## src/inc/wwb_pkg.sv

```systemverilog
package wwb_pkg;

   // ****************************************************************
   // Clock and timing constants.
   // ****************************************************************
   localparam int CLOCK_HZ            = 10000000;
   localparam int RESET_TIME_US       = 68000;
   localparam int LEAD_TIME_US        = 68000;
   localparam int SHORT_RESET_US      = 2000;
   localparam int SHORT_DEBOUNCE_US   = 10;
   localparam int HV_FILTER_US        = 20;
   localparam int FILTER_CLOCK_HZ     = 100000;
   // Oscillator ticks per window at the example resistor (12.32 us tick).
   localparam int CLOSED_WINDOW_TICKS = 982;
   localparam int OPEN_WINDOW_TICKS   = 780;
   localparam int OSC_PERIOD_NS       = 12320;

   // Derived cycle counts; least times round up.
   localparam int RESET_CYCLES        = (RESET_TIME_US * (CLOCK_HZ / 1000000));
   localparam int LEAD_CYCLES         = (LEAD_TIME_US * (CLOCK_HZ / 1000000));
   localparam int SHORT_RESET_CYCLES  = (SHORT_RESET_US * (CLOCK_HZ / 1000000));
   localparam int SHORT_DEB_CYCLES    = (SHORT_DEBOUNCE_US * (CLOCK_HZ / 1000000));
   localparam int FILTER_DIV_CYCLES   = CLOCK_HZ / FILTER_CLOCK_HZ;
   localparam int HV_FILTER_TICKS     = (HV_FILTER_US * FILTER_CLOCK_HZ + 999999) / 1000000;
   localparam int OSC_DIV_CYCLES      = (OSC_PERIOD_NS * (CLOCK_HZ / 1000000) + 999) / 1000;

   // Watchdog states.
   typedef enum logic [2:0] {
      WWB_SLEEP,
      WWB_RESET,
      WWB_LEAD,
      WWB_CLOSED,
      WWB_OPEN
   } wwb_state_type;

endpackage : wwb_pkg

```

## src/design/wwb_bridge_control.sv

```systemverilog
`timescale 1ns/1ns
`default_nettype none

// What this block does
// - Watchdog and its timebase stop while in sleep mode.
// - Window timing comes from the resistor-set internal oscillator tick.
// - After power-on, reset output stays low 68 ms, then goes high.
// - Reset time and lead time are fixed, independent of the timing resistor.
// - After reset release, wait up to 68 ms lead time for first edge.
// - No edge in lead time gives full reset, then lead time again.
// - Sequence is closed window then open window; valid triggers hit the open one.
// - Accepted trigger restarts the sequence at the closed window start.
// - Failed trigger gives a 2 ms reset, then the 68 ms lead time again.
// - Reset held while logic supply is below threshold.
// - Bridge enable needs sync, supply in range, pump good, no severe overheat.
// - Bridge enable low turns all four gates off.
// - Direction 0 drives half B with PWM; direction 1 swaps halves.
// - PWM duty and frequency pass through unchanged.
// - Short persisting 10 us switches the affected transistor off.
// - Non-overlap delay between turning one transistor off and partner on.
// - Diag two shows pump, over or under voltage; three temp warn; one shorts.
// - Diag one shows wake source until the first valid trigger.
// - High on either enable input requests activation.
// - Next PWM transition clears short flag and re-enables selected drivers.
// - High-voltage enable debounced 20 us on a 100 kHz clock.
module wwb_bridge_control
   import wwb_pkg::*;
#(
   parameter int RESET_CYC      = RESET_CYCLES,
   parameter int LEAD_CYC       = LEAD_CYCLES,
   parameter int SHORT_RST_CYC  = SHORT_RESET_CYCLES,
   parameter int OSC_DIV        = OSC_DIV_CYCLES,
   parameter int CLOSED_TICKS   = CLOSED_WINDOW_TICKS,
   parameter int OPEN_TICKS     = OPEN_WINDOW_TICKS,
   parameter int SHORT_DEB_CYC  = SHORT_DEB_CYCLES,
   parameter int DEAD_CYC       = 4
) (
   input  wire logic clock,
   input  wire logic reset_n,
   input  wire logic wdog_trigger_in,
   input  wire logic logic_enable_in,
   input  wire logic hv_enable_in,
   input  wire logic lin_wake_in,
   input  wire logic sleep_request,
   input  wire logic supply_low_in,
   input  wire logic direction_in,
   input  wire logic pwm_in,
   input  wire logic batt_under_flag,
   input  wire logic batt_not_over_n,
   input  wire logic pump_good_flag,
   input  wire logic temp_warn_flag,
   input  wire logic temp_shutdown_flag,
   input  wire logic [3:0] short_detect_in,
   output var  logic reset_out_n,
   output var  logic activate_request,
   output var  logic bridge_enable,
   output var  logic high_gate_a,
   output var  logic low_gate_a,
   output var  logic high_gate_b,
   output var  logic low_gate_b,
   output var  logic diag_out_short_wake,
   output var  logic diag_out_supply_fault,
   output var  logic diag_out_temp_warn
);

   // ****************************************************************
   // Input synchronisers.
   // ****************************************************************
   logic wdogLevel;
   logic hvLevel;
   logic enLevel;
   logic linLevel;
   logic sleepLevel;
   logic supplyLow;
   logic dirLevel;
   logic pwmLevel;
   logic filterTick;
   logic [7:0] filterDiv;
   logic [7:0] next_filterDiv;

   // Divider giving the 100 kHz filter clock as an enable pulse.
   always_comb begin
      next_filterDiv = filterDiv + 8'h01;
      if (filterDiv >= 8'(FILTER_DIV_CYCLES - 1)) begin
         next_filterDiv = 8'h00;
      end
   end
   assign filterTick = (filterDiv == 8'h00);

   always_ff @(posedge clock or negedge reset_n) begin
      if (!reset_n) begin
         filterDiv <= 8'h00;
      end else begin
         filterDiv <= next_filterDiv;
      end
   end

   wwb_sync_filter #(.FILTER_TICKS(0)) syncWdog (.clock(clock), .reset_n(reset_n), .tick(1'b0),
      .pinIn(wdog_trigger_in), .level(wdogLevel));
   wwb_sync_filter #(.FILTER_TICKS(HV_FILTER_TICKS)) syncHv (.clock(clock), .reset_n(reset_n),
      .tick(filterTick), .pinIn(hv_enable_in), .level(hvLevel));
   wwb_sync_filter #(.FILTER_TICKS(0)) syncEn (.clock(clock), .reset_n(reset_n), .tick(1'b0),
      .pinIn(logic_enable_in), .level(enLevel));
   wwb_sync_filter #(.FILTER_TICKS(0)) syncLin (.clock(clock), .reset_n(reset_n), .tick(1'b0),
      .pinIn(lin_wake_in), .level(linLevel));
   wwb_sync_filter #(.FILTER_TICKS(0)) syncSleep (.clock(clock), .reset_n(reset_n), .tick(1'b0),
      .pinIn(sleep_request), .level(sleepLevel));
   wwb_sync_filter #(.FILTER_TICKS(0)) syncSupply (.clock(clock), .reset_n(reset_n), .tick(1'b0),
      .pinIn(supply_low_in), .level(supplyLow));
   wwb_sync_filter #(.FILTER_TICKS(0)) syncDir (.clock(clock), .reset_n(reset_n), .tick(1'b0),
      .pinIn(direction_in), .level(dirLevel));
   wwb_sync_filter #(.FILTER_TICKS(0)) syncPwm (.clock(clock), .reset_n(reset_n), .tick(1'b0),
      .pinIn(pwm_in), .level(pwmLevel));

   // Either enable high asks for activation.
   assign activate_request = enLevel | hvLevel;

   // ****************************************************************
   // Watchdog.
   // ****************************************************************
   wwb_state_type state;
   wwb_state_type next_state;
   logic [23:0] timer;
   logic [23:0] next_timer;
   logic [15:0] oscDiv;
   logic [15:0] next_oscDiv;
   logic        wdogPrev;
   logic        sync;
   logic        next_sync;
   logic        wakeLin;
   logic        next_wakeLin;
   logic        wakeHeld;
   logic        next_wakeHeld;
   logic        trigEdge;
   logic        oscTick;

   assign trigEdge = wdogLevel & ~wdogPrev;
   assign oscTick  = (oscDiv == 16'h0000);

   // Resistor-set oscillator tick; only window timing counts these.
   always_comb begin
      next_oscDiv = oscDiv - 16'h0001;
      if (oscDiv == 16'h0000 || state == WWB_SLEEP) begin
         next_oscDiv = 16'(OSC_DIV - 1);
      end
   end

   // Reset, lead, closed and open phases; a short reset uses SHORT_RST_CYC.
   always_comb begin
      next_state    = state;
      next_timer    = timer;
      next_sync     = sync;
      next_wakeLin  = wakeLin;
      next_wakeHeld = wakeHeld;
      unique case (state)
         WWB_SLEEP: begin
            next_timer = 24'(RESET_CYC - 1);
            if (activate_request | linLevel) begin
               next_state    = WWB_RESET;
               next_wakeLin  = linLevel & ~hvLevel;
               next_wakeHeld = 1'b1;
            end
         end
         WWB_RESET: begin
            next_sync = 1'b0;
            if (timer == 24'h000000) begin
               next_state = WWB_LEAD;
               next_timer = 24'(LEAD_CYC - 1);
            end else begin
               next_timer = timer - 24'h000001;
            end
         end
         WWB_LEAD: begin
            if (trigEdge) begin
               next_state    = WWB_CLOSED;
               next_timer    = 24'(CLOSED_TICKS - 1);
               next_sync     = 1'b1;
               next_wakeHeld = 1'b0;
            end else if (timer == 24'h000000) begin
               next_state = WWB_RESET;
               next_timer = 24'(RESET_CYC - 1);
            end else begin
               next_timer = timer - 24'h000001;
            end
         end
         WWB_CLOSED: begin
            if (trigEdge) begin
               next_state = WWB_RESET;
               next_timer = 24'(SHORT_RST_CYC - 1);
            end else if (oscTick) begin
               if (timer == 24'h000000) begin
                  next_state = WWB_OPEN;
                  next_timer = 24'(OPEN_TICKS - 1);
               end else begin
                  next_timer = timer - 24'h000001;
               end
            end
         end
         WWB_OPEN: begin
            if (trigEdge) begin
               next_state = WWB_CLOSED;
               next_timer = 24'(CLOSED_TICKS - 1);
            end else if (oscTick) begin
               if (timer == 24'h000000) begin
                  next_state = WWB_RESET;
                  next_timer = 24'(SHORT_RST_CYC - 1);
               end else begin
                  next_timer = timer - 24'h000001;
               end
            end
         end
      endcase
      // Sleep stops everything; supply loss restarts the long reset.
      if (sleepLevel && !enLevel) begin
         next_state = WWB_SLEEP;
         next_sync  = 1'b0;
      end else if (supplyLow && state != WWB_SLEEP) begin
         next_state = WWB_RESET;
         next_timer = 24'(RESET_CYC - 1);
      end
   end

   always_ff @(posedge clock or negedge reset_n) begin
      if (!reset_n) begin
         state    <= WWB_RESET;
         timer    <= 24'(RESET_CYC - 1);
         oscDiv   <= 16'h0000;
         wdogPrev <= 1'b0;
         sync     <= 1'b0;
         wakeLin  <= 1'b0;
         wakeHeld <= 1'b0;
      end else begin
         state    <= next_state;
         timer    <= next_timer;
         oscDiv   <= next_oscDiv;
         wdogPrev <= wdogLevel;
         sync     <= next_sync;
         wakeLin  <= next_wakeLin;
         wakeHeld <= next_wakeHeld;
      end
   end

   // Reset output registered so it cannot glitch.
   always_ff @(posedge clock or negedge reset_n) begin
      if (!reset_n) begin
         reset_out_n <= 1'b0;
      end else begin
         reset_out_n <= (next_state != WWB_RESET) && (next_state != WWB_SLEEP) && !supplyLow;
      end
   end

   // ****************************************************************
   // Bridge drivers.
   // ****************************************************************
   logic       enableNow;
   logic [3:0] wantGate;
   logic [3:0] gate;
   logic [3:0] next_gate;
   logic [3:0] shortFault;
   logic [3:0] next_shortFault;
   logic [3:0] offCount [4];
   logic [3:0] next_offCount [4];
   logic [15:0] debCount [4];
   logic [15:0] next_debCount [4];
   logic       pwmPrev;

   assign enableNow = sync & ~batt_under_flag & batt_not_over_n & pump_good_flag
                      & ~temp_shutdown_flag;

   // Gate order: 0 high A, 1 low A, 2 high B, 3 low B.
   always_comb begin
      wantGate = 4'h0;
      if (enableNow) begin
         if (!dirLevel) begin
            wantGate = {pwmLevel, ~pwmLevel, 1'b0, 1'b1};
         end else begin
            wantGate = {1'b0, 1'b1, pwmLevel, ~pwmLevel};
         end
      end
   end

   // Per transistor: short debounce, fault latch and dead time before turn-on.
   genvar g;
   generate
      for (g = 0; g < 4; g++) begin : gateLane
         localparam int PARTNER = g ^ 1;
         always_comb begin
            next_shortFault[g] = shortFault[g];
            next_debCount[g]   = 16'h0000;
            next_offCount[g]   = offCount[g];
            next_gate[g]       = 1'b0;
            if (gate[g] && short_detect_in[g]) begin
               next_debCount[g] = debCount[g] + 16'h0001;
               if (debCount[g] >= 16'(SHORT_DEB_CYC - 1)) begin
                  next_shortFault[g] = 1'b1;
               end
            end
            if (pwmLevel != pwmPrev) begin
               next_shortFault[g] = 1'b0;
            end
            if (gate[PARTNER]) begin
               next_offCount[g] = 4'(DEAD_CYC);
            end else if (offCount[g] != 4'h0) begin
               next_offCount[g] = offCount[g] - 4'h1;
            end
            next_gate[g] = wantGate[g] & ~shortFault[g] & ~wantGate[PARTNER]
                           & (offCount[g] == 4'h0) & ~gate[PARTNER];
         end
         always_ff @(posedge clock or negedge reset_n) begin
            if (!reset_n) begin
               shortFault[g] <= 1'b0;
               debCount[g]   <= 16'h0000;
               offCount[g]   <= 4'h0;
               gate[g]       <= 1'b0;
            end else begin
               shortFault[g] <= next_shortFault[g];
               debCount[g]   <= next_debCount[g];
               offCount[g]   <= next_offCount[g];
               gate[g]       <= next_gate[g];
            end
         end
      end
   endgenerate

   always_ff @(posedge clock or negedge reset_n) begin
      if (!reset_n) begin
         pwmPrev <= 1'b0;
      end else begin
         pwmPrev <= pwmLevel;
      end
   end

   assign high_gate_a = gate[0];
   assign low_gate_a  = gate[1];
   assign high_gate_b = gate[2];
   assign low_gate_b  = gate[3];

   // ****************************************************************
   // Diagnostics, registered.
   // ****************************************************************
   always_ff @(posedge clock or negedge reset_n) begin
      if (!reset_n) begin
         bridge_enable         <= 1'b0;
         diag_out_short_wake   <= 1'b0;
         diag_out_supply_fault <= 1'b0;
         diag_out_temp_warn    <= 1'b0;
      end else begin
         bridge_enable         <= enableNow;
         diag_out_short_wake   <= wakeHeld ? wakeLin : (|shortFault);
         diag_out_supply_fault <= ~pump_good_flag | ~batt_not_over_n | batt_under_flag;
         diag_out_temp_warn    <= temp_warn_flag;
      end
   end

endmodule : wwb_bridge_control

`default_nettype wire

```

## src/design/wwb_sync_filter.sv

```systemverilog
`timescale 1ns/1ns
`default_nettype none

// Three-stage synchroniser with second/third agreement, plus optional
// hold-time filter counted in ticks of an enable pulse.
module wwb_sync_filter
   import wwb_pkg::*;
#(
   parameter int FILTER_TICKS = 0
) (
   input  wire logic clock,
   input  wire logic reset_n,
   input  wire logic tick,
   input  wire logic pinIn,
   output var  logic level
);

   logic [2:0]  stage;
   logic        agreed;
   logic [15:0] holdCount;
   logic        next_agreed;
   logic [15:0] next_holdCount;
   logic        next_level;

   // ****************************************************************
   // Synchroniser and filter.
   // ****************************************************************

   // The first stage feeds only the second; agreement of two later stages.
   always_comb begin
      next_agreed    = agreed;
      next_holdCount = holdCount;
      next_level     = level;
      if (stage[1] == stage[2]) begin
         next_agreed = stage[2];
      end
      if (FILTER_TICKS == 0) begin
         next_level = agreed;
      end else if (agreed == level) begin
         next_holdCount = 16'h0000;
      end else if (tick) begin
         if (holdCount >= 16'(FILTER_TICKS - 1)) begin
            next_level     = agreed;
            next_holdCount = 16'h0000;
         end else begin
            next_holdCount = holdCount + 16'h0001;
         end
      end
   end

   always_ff @(posedge clock or negedge reset_n) begin
      if (!reset_n) begin
         stage     <= 3'h0;
         agreed    <= 1'b0;
         holdCount <= 16'h0000;
         level     <= 1'b0;
      end else begin
         stage     <= {stage[1:0], pinIn};
         agreed    <= next_agreed;
         holdCount <= next_holdCount;
         level     <= next_level;
      end
   end

endmodule : wwb_sync_filter

`default_nettype wire

```

## config.mk

```make
export PLATFORM = sky130hd
export DESIGN_NAME = wwb_bridge_control
export DESIGN_NICKNAME = d
export VERILOG_FILES = /design/src/inc/wwb_pkg.sv /design/src/design/wwb_bridge_control.sv /design/src/design/wwb_sync_filter.sv
export SDC_FILE = /design/constraint.sdc
export NUM_CORES = 1
export LEC_CHECK = 0
export ABC_AREA = 0
export BUFFER_PORTS_ARGS = -buffer_cell sky130_fd_sc_hd__buf_2
export CAP_MARGIN = 20
export CORE_ASPECT_RATIO = 1.2
export CORE_MARGIN = 2
export CORE_UTILIZATION = 40
export CTS_CLUSTER_SIZE = 28
export DETAILED_ROUTE_END_ITERATION = 8
export SETUP_SLACK_MARGIN = 0.5
export SLEW_MARGIN = 20
export SYNTH_ARGS = -nofsm -noshare
export SYNTH_HDL_FRONTEND = slang
export SYNTH_SLANG_ARGS = --single-unit
```

## constraint.sdc

```tcl
create_clock -name clock -period 7.1 [get_ports clock]
set_clock_uncertainty 0.2 [all_clocks]
set_input_delay 1.42 -clock clock [delete_from_list [all_inputs] [get_ports clock]]
set_output_delay 1.42 -clock clock [all_outputs]
set_load 0.01 [all_outputs]
```

==> results.json, run 1 <==
{
  "outcome": "finished clean",
  "post_drt_wl_per_cell_um": 15.08,
  "cts-resized-gates": 0,
  "pin_count": 29,
  "rows": 62,
  "yosysSeqAreaShare": 0.5263,
  "synth_edf_count": 0,
  "track_usage": 0.1632,
  "cp-end-kind": "register",
  "fmax_mhz": 324.7,
  "switchingPower_w": 0.001097,
  "syn_inst": 975,
  "p_sw_frac": 0.3223,
  "nets": 1041,
  "synth.top_cells.by_area": "dfrtp_1 50%, nor2_1 5.4%, xor2_1 4.2%",
  "period_needed_ns": 3.079,
  "final.setup.tns_ns": 0,
  "dp_slack_ns": 4.045,
  "hold_viol": 0,
  "total_power_w": 0.003402,
  "critical_path_required_ns": 7.28,
  "finalSetupViolCount": 0,
  "area_growth_syn_to_layout_pct": 12.06,
  "ff_latch_area_mm2": 0.005144,
  "p_seq_frac": 0.432,
  "dieWidth_um": 146.7,
  "cp-start-kind": "register",
  "wl_um": 20150,
  "cts_buffers": 23,
  "hold_path_depth": 0,
  "final_max_slew_viol_count": 0,
  "globalRouteMet2Util": 0.2670,
  "first_pass_iters": 5,
  "cts_sinks": 205,
  "grt_pass1_wl_um": 35160,
  "p_clk_frac": 0.337,
  "reg2reg_slack_ns": 4.02,
  "max-cap-violations": 0,
  "slew_headroom": 0.3657,
  "hold-worst-slack_ns": 0.1462,
  "hold_buffers": 0,
  "synth_top_area_frac": 0.4967,
  "post_cts_buffers": 0,
  "antennaDiodeCount": 0,
  "p_leak_nw": 4.668,
  "overflow": 0,
  "crit_path_cell_trace": "nor4_1 > nand3_1 > nor2_1 > buf_4 > mux2_1 > o211a_1 > o21bai_1",
  "synth_nets": 1015,
  "viasPerCell": 5.340,
  "synth_top_flop_cell": "dfrtp_1",
  "async_flop_share": 1.000,
  "power_density_mw_per_mm2": 310.6,
  "synth.avg_cell_area_um2": 10.02,
  "rsz0062_at_grt": "false",
  "startpoint": "timer[20]$_DFF_PN0_",
  "fillers": 2260,
  "max_stage_delay_ns": 0.57,
  "port_buffers": 28,
  "ant_nets": 0,
  "reg2reg_depth": 7,
  "clockBufferDepth": 3,
  "grt_pass1_vias": 7101,
  "crit_family": "simple AND/OR/NAND/NOR gates",
  "cts_max_level": 1,
  "dp.final_hpwl_um": 13440,
  "combPwrFrac": 0.231,
  "crit_arrival_ns": 3.26,
  "synth.largest_area_cell": "dfrtp_1",
  "clk_pin_slew_ns": 0.06,
  "fin_cells": 1336,
  "gr-usage-met1": 0.2229,
  "hold_end": "syncDir.stage[1]$_DFF_PN0_",
  "start_util": 0.4077,
  "gp_congestion": 0.8166,
  "r2r-start": "timer[20]$_DFF_PN0_",
  "place_inst": 1296,
  "r2r_end": "reset_out_n$_DFF_PN0_",
  "antenna_found_initial": 0,
  "yosys_warnings": 0,
  "vias": 7134,
  "root_buffer": "clkbuf_16",
  "tightestPinTransition_ns": 0.9382,
  "drt-initial-drc-count": 400,
  "crit_fanout": 11,
  "die_h_um": 175.2,
  "drc": 0,
  "hold_path_startpoint": "syncDir.stage[0]$_DFF_PN0_",
  "fin_ws_ns": 4.021,
  "crit_buf_inv": 1,
  "coreArea_mm2": 0.02397,
  "drive_gt1_frac": 0.1014,
  "die_area_mm2": 0.02570,
  "fin_crit_sh": 0.4337,
  "grt_max_degree": 84,
  "crit_type": "register to register",
  "min-delay-path-class": "register to register",
  "synthesis.area_mm2": 0.009773,
  "peakVddDrop_uv": 209.8,
  "p_int_w": 0.002306,
  "ys_seq_elements": 205,
  "clk_latency_ns": 0.51,
  "busiest_layer": "met2",
  "synth_cell_types": 74,
  "cts_tree": "built",
  "multi_input_area_mm2": 0.004384,
  "slowest_stage": "nor4_1",
  "met3_usage": 0.02245
}
-- synthesized netlist by cell type (4+ instances only) --
master	count
dfrtp_1	194
nor2_1	141
nand2_1	70
a21oi_1	57
xor2_1	47
nand3_1	39
o21ai_0	35
nor3_1	33
xnor2_1	29
inv_1	26
or3_1	24
a31oi_1	21
and3_1	21
clkbuf_1	21
ha_1	21
nor4_1	15
dfstp_2	11
nand4_1	11
nor2b_1	9
maj3_1	8
a21o_1	7
buf_2	7
nand2b_1	7
o211ai_1	7
a211oi_1	6
and2_1	6
nand3b_1	6
nor3b_1	5
nor4b_1	5
o21ai_1	5
o221ai_1	5
o31ai_1	5
or4_1	5
a311oi_1	4
nor3_2	4
nor4_4	4
-- worst max-delay path by stage --
| stage | end | slack, ns | cells past startpoint |
|---|---|---|---|
| 2_1_floorplan | low_gate_b$_DFF_PN0_ | 4.75 | 3 |
| 3_3_place_gp | timer[10]$_DFF_PN0_ | 4.05 | 2 |
| 3_5_place_dp | timer[10]$_DFF_PN0_ | 4.04 | 2 |
| 4_1_cts | activate_request | 4.02 | 2 |
| 5_1_grt | reset_out_n$_DFF_PN0_ | 3.76 | 7 |
| 6_report | reset_out_n$_DFF_PN0_ | 4.02 | 7 |
-- state kept, by name (all words and copies together), names as in the netlist, 3 cells and up --
signal and count:
filterDiv 8, debCount 64, syncSupply.stage 3, oscDiv 16, syncPwm.stage 3, syncSleep.stage 3
syncEn.stage 3, syncLin.stage 3, timer 24, state 3, syncDir.stage 3, syncHv.holdCount 16
shortFault 4, syncHv.stage 3, syncWdog.stage 3, offCount 16
-- layout by cell type (no fill, tap or decap), types with 23 or more instances in the layout --
cell,netlist,final
nor3_1,33,33
o21ai_0,35,35
dfrtp_1,194,194
a21oi_1,57,57
nand3_1,39,39
or3_1,24,24
xor2_1,47,47
nand2_1,70,70
nor2_1,141,141
xnor2_1,29,29
buf_2,7,27
clkbuf_16,0,23
inv_1,26,26
-- cell families (layout without fill, tap and decap cells) --
logic type / after synthesis / in the layout / share of synthesized area
and+or+nand+nor: 422 / 422 / 0.2238
AOI/OAI and AO/OA: 180 / 180 / 0.1168
other: 1 / 1 / 0.0003837
muxes: 4 / 4 / 0.004481
xor gates and xnor gates: 76 / 76 / 0.06811
buffers and inverters: 58 / 99 / 0.02509
adders and majority gates: 29 / 29 / 0.03508
DFF: 205 / 205 / 0.5263
-- worst reg2reg max path, stage by stage, from the launching register on --
cell and delay [ns]:
dfrtp_1 0.42, nor4_1 0.57, nand3_1 0.16, nor2_1 0.57, buf_4 0.32, mux2_1 0.34
o211a_1 0.22, o21bai_1 0.14
-- metrics by stage --
stage / utilization / cell area, um^2
final: 0.4569 / 10950
after CTS: 0.4569 / 10950
after floorplan: - / 9773
after detailed placement: 0.4261 / 10210
after global routing: 0.4569 / 10950
after global placement: 0.4261 / 10210
-- routing by layer --
layer,up-vias,wire [um]
met3,42,715
met1,3453,9411
met5,-,0
li1,3498,-
met4,0,480
met2,141,9537
-- area by class of cell --
cell class / instances / share of cell area
clock buffer: 32 / 0.06021
clock inverter: 8 / 0.007198
inverter: 26 / 0.008911
multi-input combinational: 712 / 0.4003
sequential: 205 / 0.4697
tap: 320 / 0.03656
timing repair buffer: 33 / 0.01714
-- power by group through the flow --
stage               Combinational [W]  Clock, W  Sequential [W]
floorplan                    0.000623         0         0.00143
global placement             0.000773         0         0.00149
detailed placement           0.000784         0         0.00149
CTS                          0.000788   0.00119         0.00147
global route                 0.000899   0.00124         0.00149
finish                       0.000785   0.00115         0.00147
(Power assumes the default switching activity.)
==> run 2, diff against run 1 <==
clock period = 2.7 ns   (was 7.1 ns; I/O delays follow)
==> run 2 against run 1 <==
Non-clock buffer count rose by 81. Highest routed layer unchanged. Clock power rose to 2.6 times the previous value. Critical endpoint is now state[0]$_DFF_PN1_. Hold slack got worse by 0.093 ns. Cell count rose by 6.1%. Sequential share of layout area fell by 4.1 points. Sequential cell count did not move. Largest cell class unchanged. Clock-buffer cell count did not move.
==> results.json, run 2 (same netlist as run 1, synthesis figures left out) <==
{
  "globalRouteMet2Util": 0.2774,
  "die_h_um": 175.2,
  "antenna_found_initial": 0,
  "clk_pin_slew_ns": 0.06,
  "crit_type": "register to register",
  "gr-usage-met1": 0.2266,
  "fin_util": 0.5014,
  "cp_common_cell": "buf_6",
  "rows": 62,
  "wl_um": 21500,
  "fin_ws_ns": 0.3928,
  "drive_gt1_frac": 0.2195,
  "critical_path_required_ns": 2.92,
  "tightestPinTransition_ns": 0.5385,
  "antennaDiodeCount": 0,
  "dp_slack_ns": 0.2331,
  "period_needed_ns": 2.307,
  "area_growth_syn_to_layout_pct": 22.97,
  "cp-start-kind": "register",
  "fin_cells": 1418,
  "hold_viol": 0,
  "drc": 0,
  "crit_fanout": 4,
  "regMostFlops": "debCount",
  "slowest_stage": "dfrtp_2",
  "vias": 7440,
  "cts_tree": "built",
  "met3_usage": 0.02324,
  "coreArea_mm2": 0.02397,
  "peakVddDrop_uv": 725.0,
  "power_density_mw_per_mm2": 790.0,
  "total_power_w": 0.009494,
  "pin_count": 29,
  "drt-initial-drc-count": 386,
  "clockBufferDepth": 3,
  "p_leak_nw": 5.145,
  "crit_arrival_ns": 2.53,
  "first_pass_iters": 4,
  "grt_pass1_vias": 7302,
  "root_buffer": "clkbuf_16",
  "cts_sinks": 205,
  "dieWidth_um": 146.7,
  "port_buffers": 28,
  "min-delay-path-class": "input port to register",
  "cp-end-kind": "register",
  "final.setup.tns_ns": 0,
  "cts_max_level": 1,
  "overflow": 0,
  "dp.final_hpwl_um": 14200,
  "layout_common_cells": "185 x dfrtp_1, 136 x nor2_1, 66 x nand2_1, 63 x buf_4, 50 x a21oi_1",
  "outcome": "finished clean",
  "grt_pass1_wl_um": 35980,
  "fin_crit_sh": 0.8545,
  "largest_reg_flops": 64,
  "busiest_layer": "met2",
  "place_inst": 1324,
  "slew_headroom": 0.6410,
  "crit_path_cell_trace": "nor4_4 > buf_4 > nand4_1 > buf_6 > nor3_4 > buf_6 > mux2i_1 > o21ai_1 > o31ai_1",
  "rsz0062_at_grt": "true",
  "reg_top3": "debCount: 64 flops, timer: 24 flops",
  "die_area_mm2": 0.02570,
  "start_util": 0.4077,
  "ant_nets": 0,
  "cts_buffers": 22,
  "gp_congestion": 0.8319,
  "grt_max_degree": 59,
  "finalSetupViolCount": 0,
  "max-cap-violations": 0,
  "post_drt_wl_per_cell_um": 15.16,
  "max_stage_delay_ns": 0.43,
  "layout_commonest_cell": "dfrtp_1",
  "track_usage": 0.1677,
  "final_max_slew_viol_count": 0,
  "nets": 1122,
  "viasPerCell": 5.247,
  "fmax_mhz": 433.4,
  "clk_latency_ns": 0.51
}
run 2: cell count changes in the layout (fill, tap and decap cells not counted), sizes merged:
cell | before | now
a21oi | 59 | 60
buf | 33 | 102
bufinv | 1 | 0
clkbuf | 32 | 34
clkinvlp | 1 | 2
dlygate4sd3 | 0 | 10
run 2: metrics by stage:
| step | instance area (um^2) | hold slack (ns) |
|---|---|---|
| 2_1_floorplan | 9791 | 0.04441 |
| 3_3_place_gp | 10450 | 0.1317 |
| 3_5_place_dp | 10450 | 0.1356 |
| 4_1_cts | 11600 | 0.03908 |
| 5_1_grt | 12020 | 0.05880 |
| 6_report | 12020 | 0.05319 |
run 2: path summary, 6_finish.rpt:
kind / depth (start not counted) / slack, ns / startpoint / endpoint
setup / recovery: 9 / 0.39 / timer[20]$_DFF_PN0_ / state[0]$_DFF_PN1_
hold / removal: 2 / 0.05 / temp_shutdown_flag / bridge_enable$_DFF_PN0_
setup reg to reg: 9 / 0.39 / timer[20]$_DFF_PN0_ / state[0]$_DFF_PN1_
hold reg to reg: 0 / 0.15 / syncDir.stage[0]$_DFF_PN0_ / syncDir.stage[1]$_DFF_PN0_
max in group asynchronous: 3 / 1.18 / reset_n / state[0]$_DFF_PN1_
min in group asynchronous: 2 / 0.36 / reset_n / timer[21]$_DFF_PN0_
run 2: power breakdown:
part | switching [W] | internal, W
Sequential | 0.000375 | 0.00348
Combinational | 0.00152 | 0.00114
Clock | 0.00123 | 0.00175
run 2: layout make-up:
| class | instances | area, um^2 |
|---|---|---|
| clock buffer | 32 | 679.4 |
| tap | 320 | 400.4 |
| inverter | 26 | 97.59 |
| clock inverter | 8 | 52.55 |
| timing repair buffer | 114 | 898.4 |
| sequential | 205 | 5155 |
| fill | 2171 | 11950 |
| multi-input combinational | 713 | 4735 |
run 2: worst max-delay path, delay by kind of cell (launching register included):
family	cells	cell delay, ns
and+or+nand+nor	3	0.77
buffers and inverters	3	0.50
AOI/OAI and AO/OA	2	0.15
DFF	1	0.43
muxes	1	0.18
run 2: what timing repair did:
item	4_1_cts	5_1_grt
gates cloned	1	1
endpoints found under the setup margin	28	41
resized for setup	34	62
hold buffers	10	0
pin swaps	16	36
hold endpoints to repair	59	0
buffers inserted	21	21
run 2: routing by layer:
metal | share of wire | up-vias
met1 | 0.45 | 3593
met3 | 0.038 | 36
met4 | 0.023 | 0
met2 | 0.49 | 148
met5 | 0 | -
li1 | - | 3663
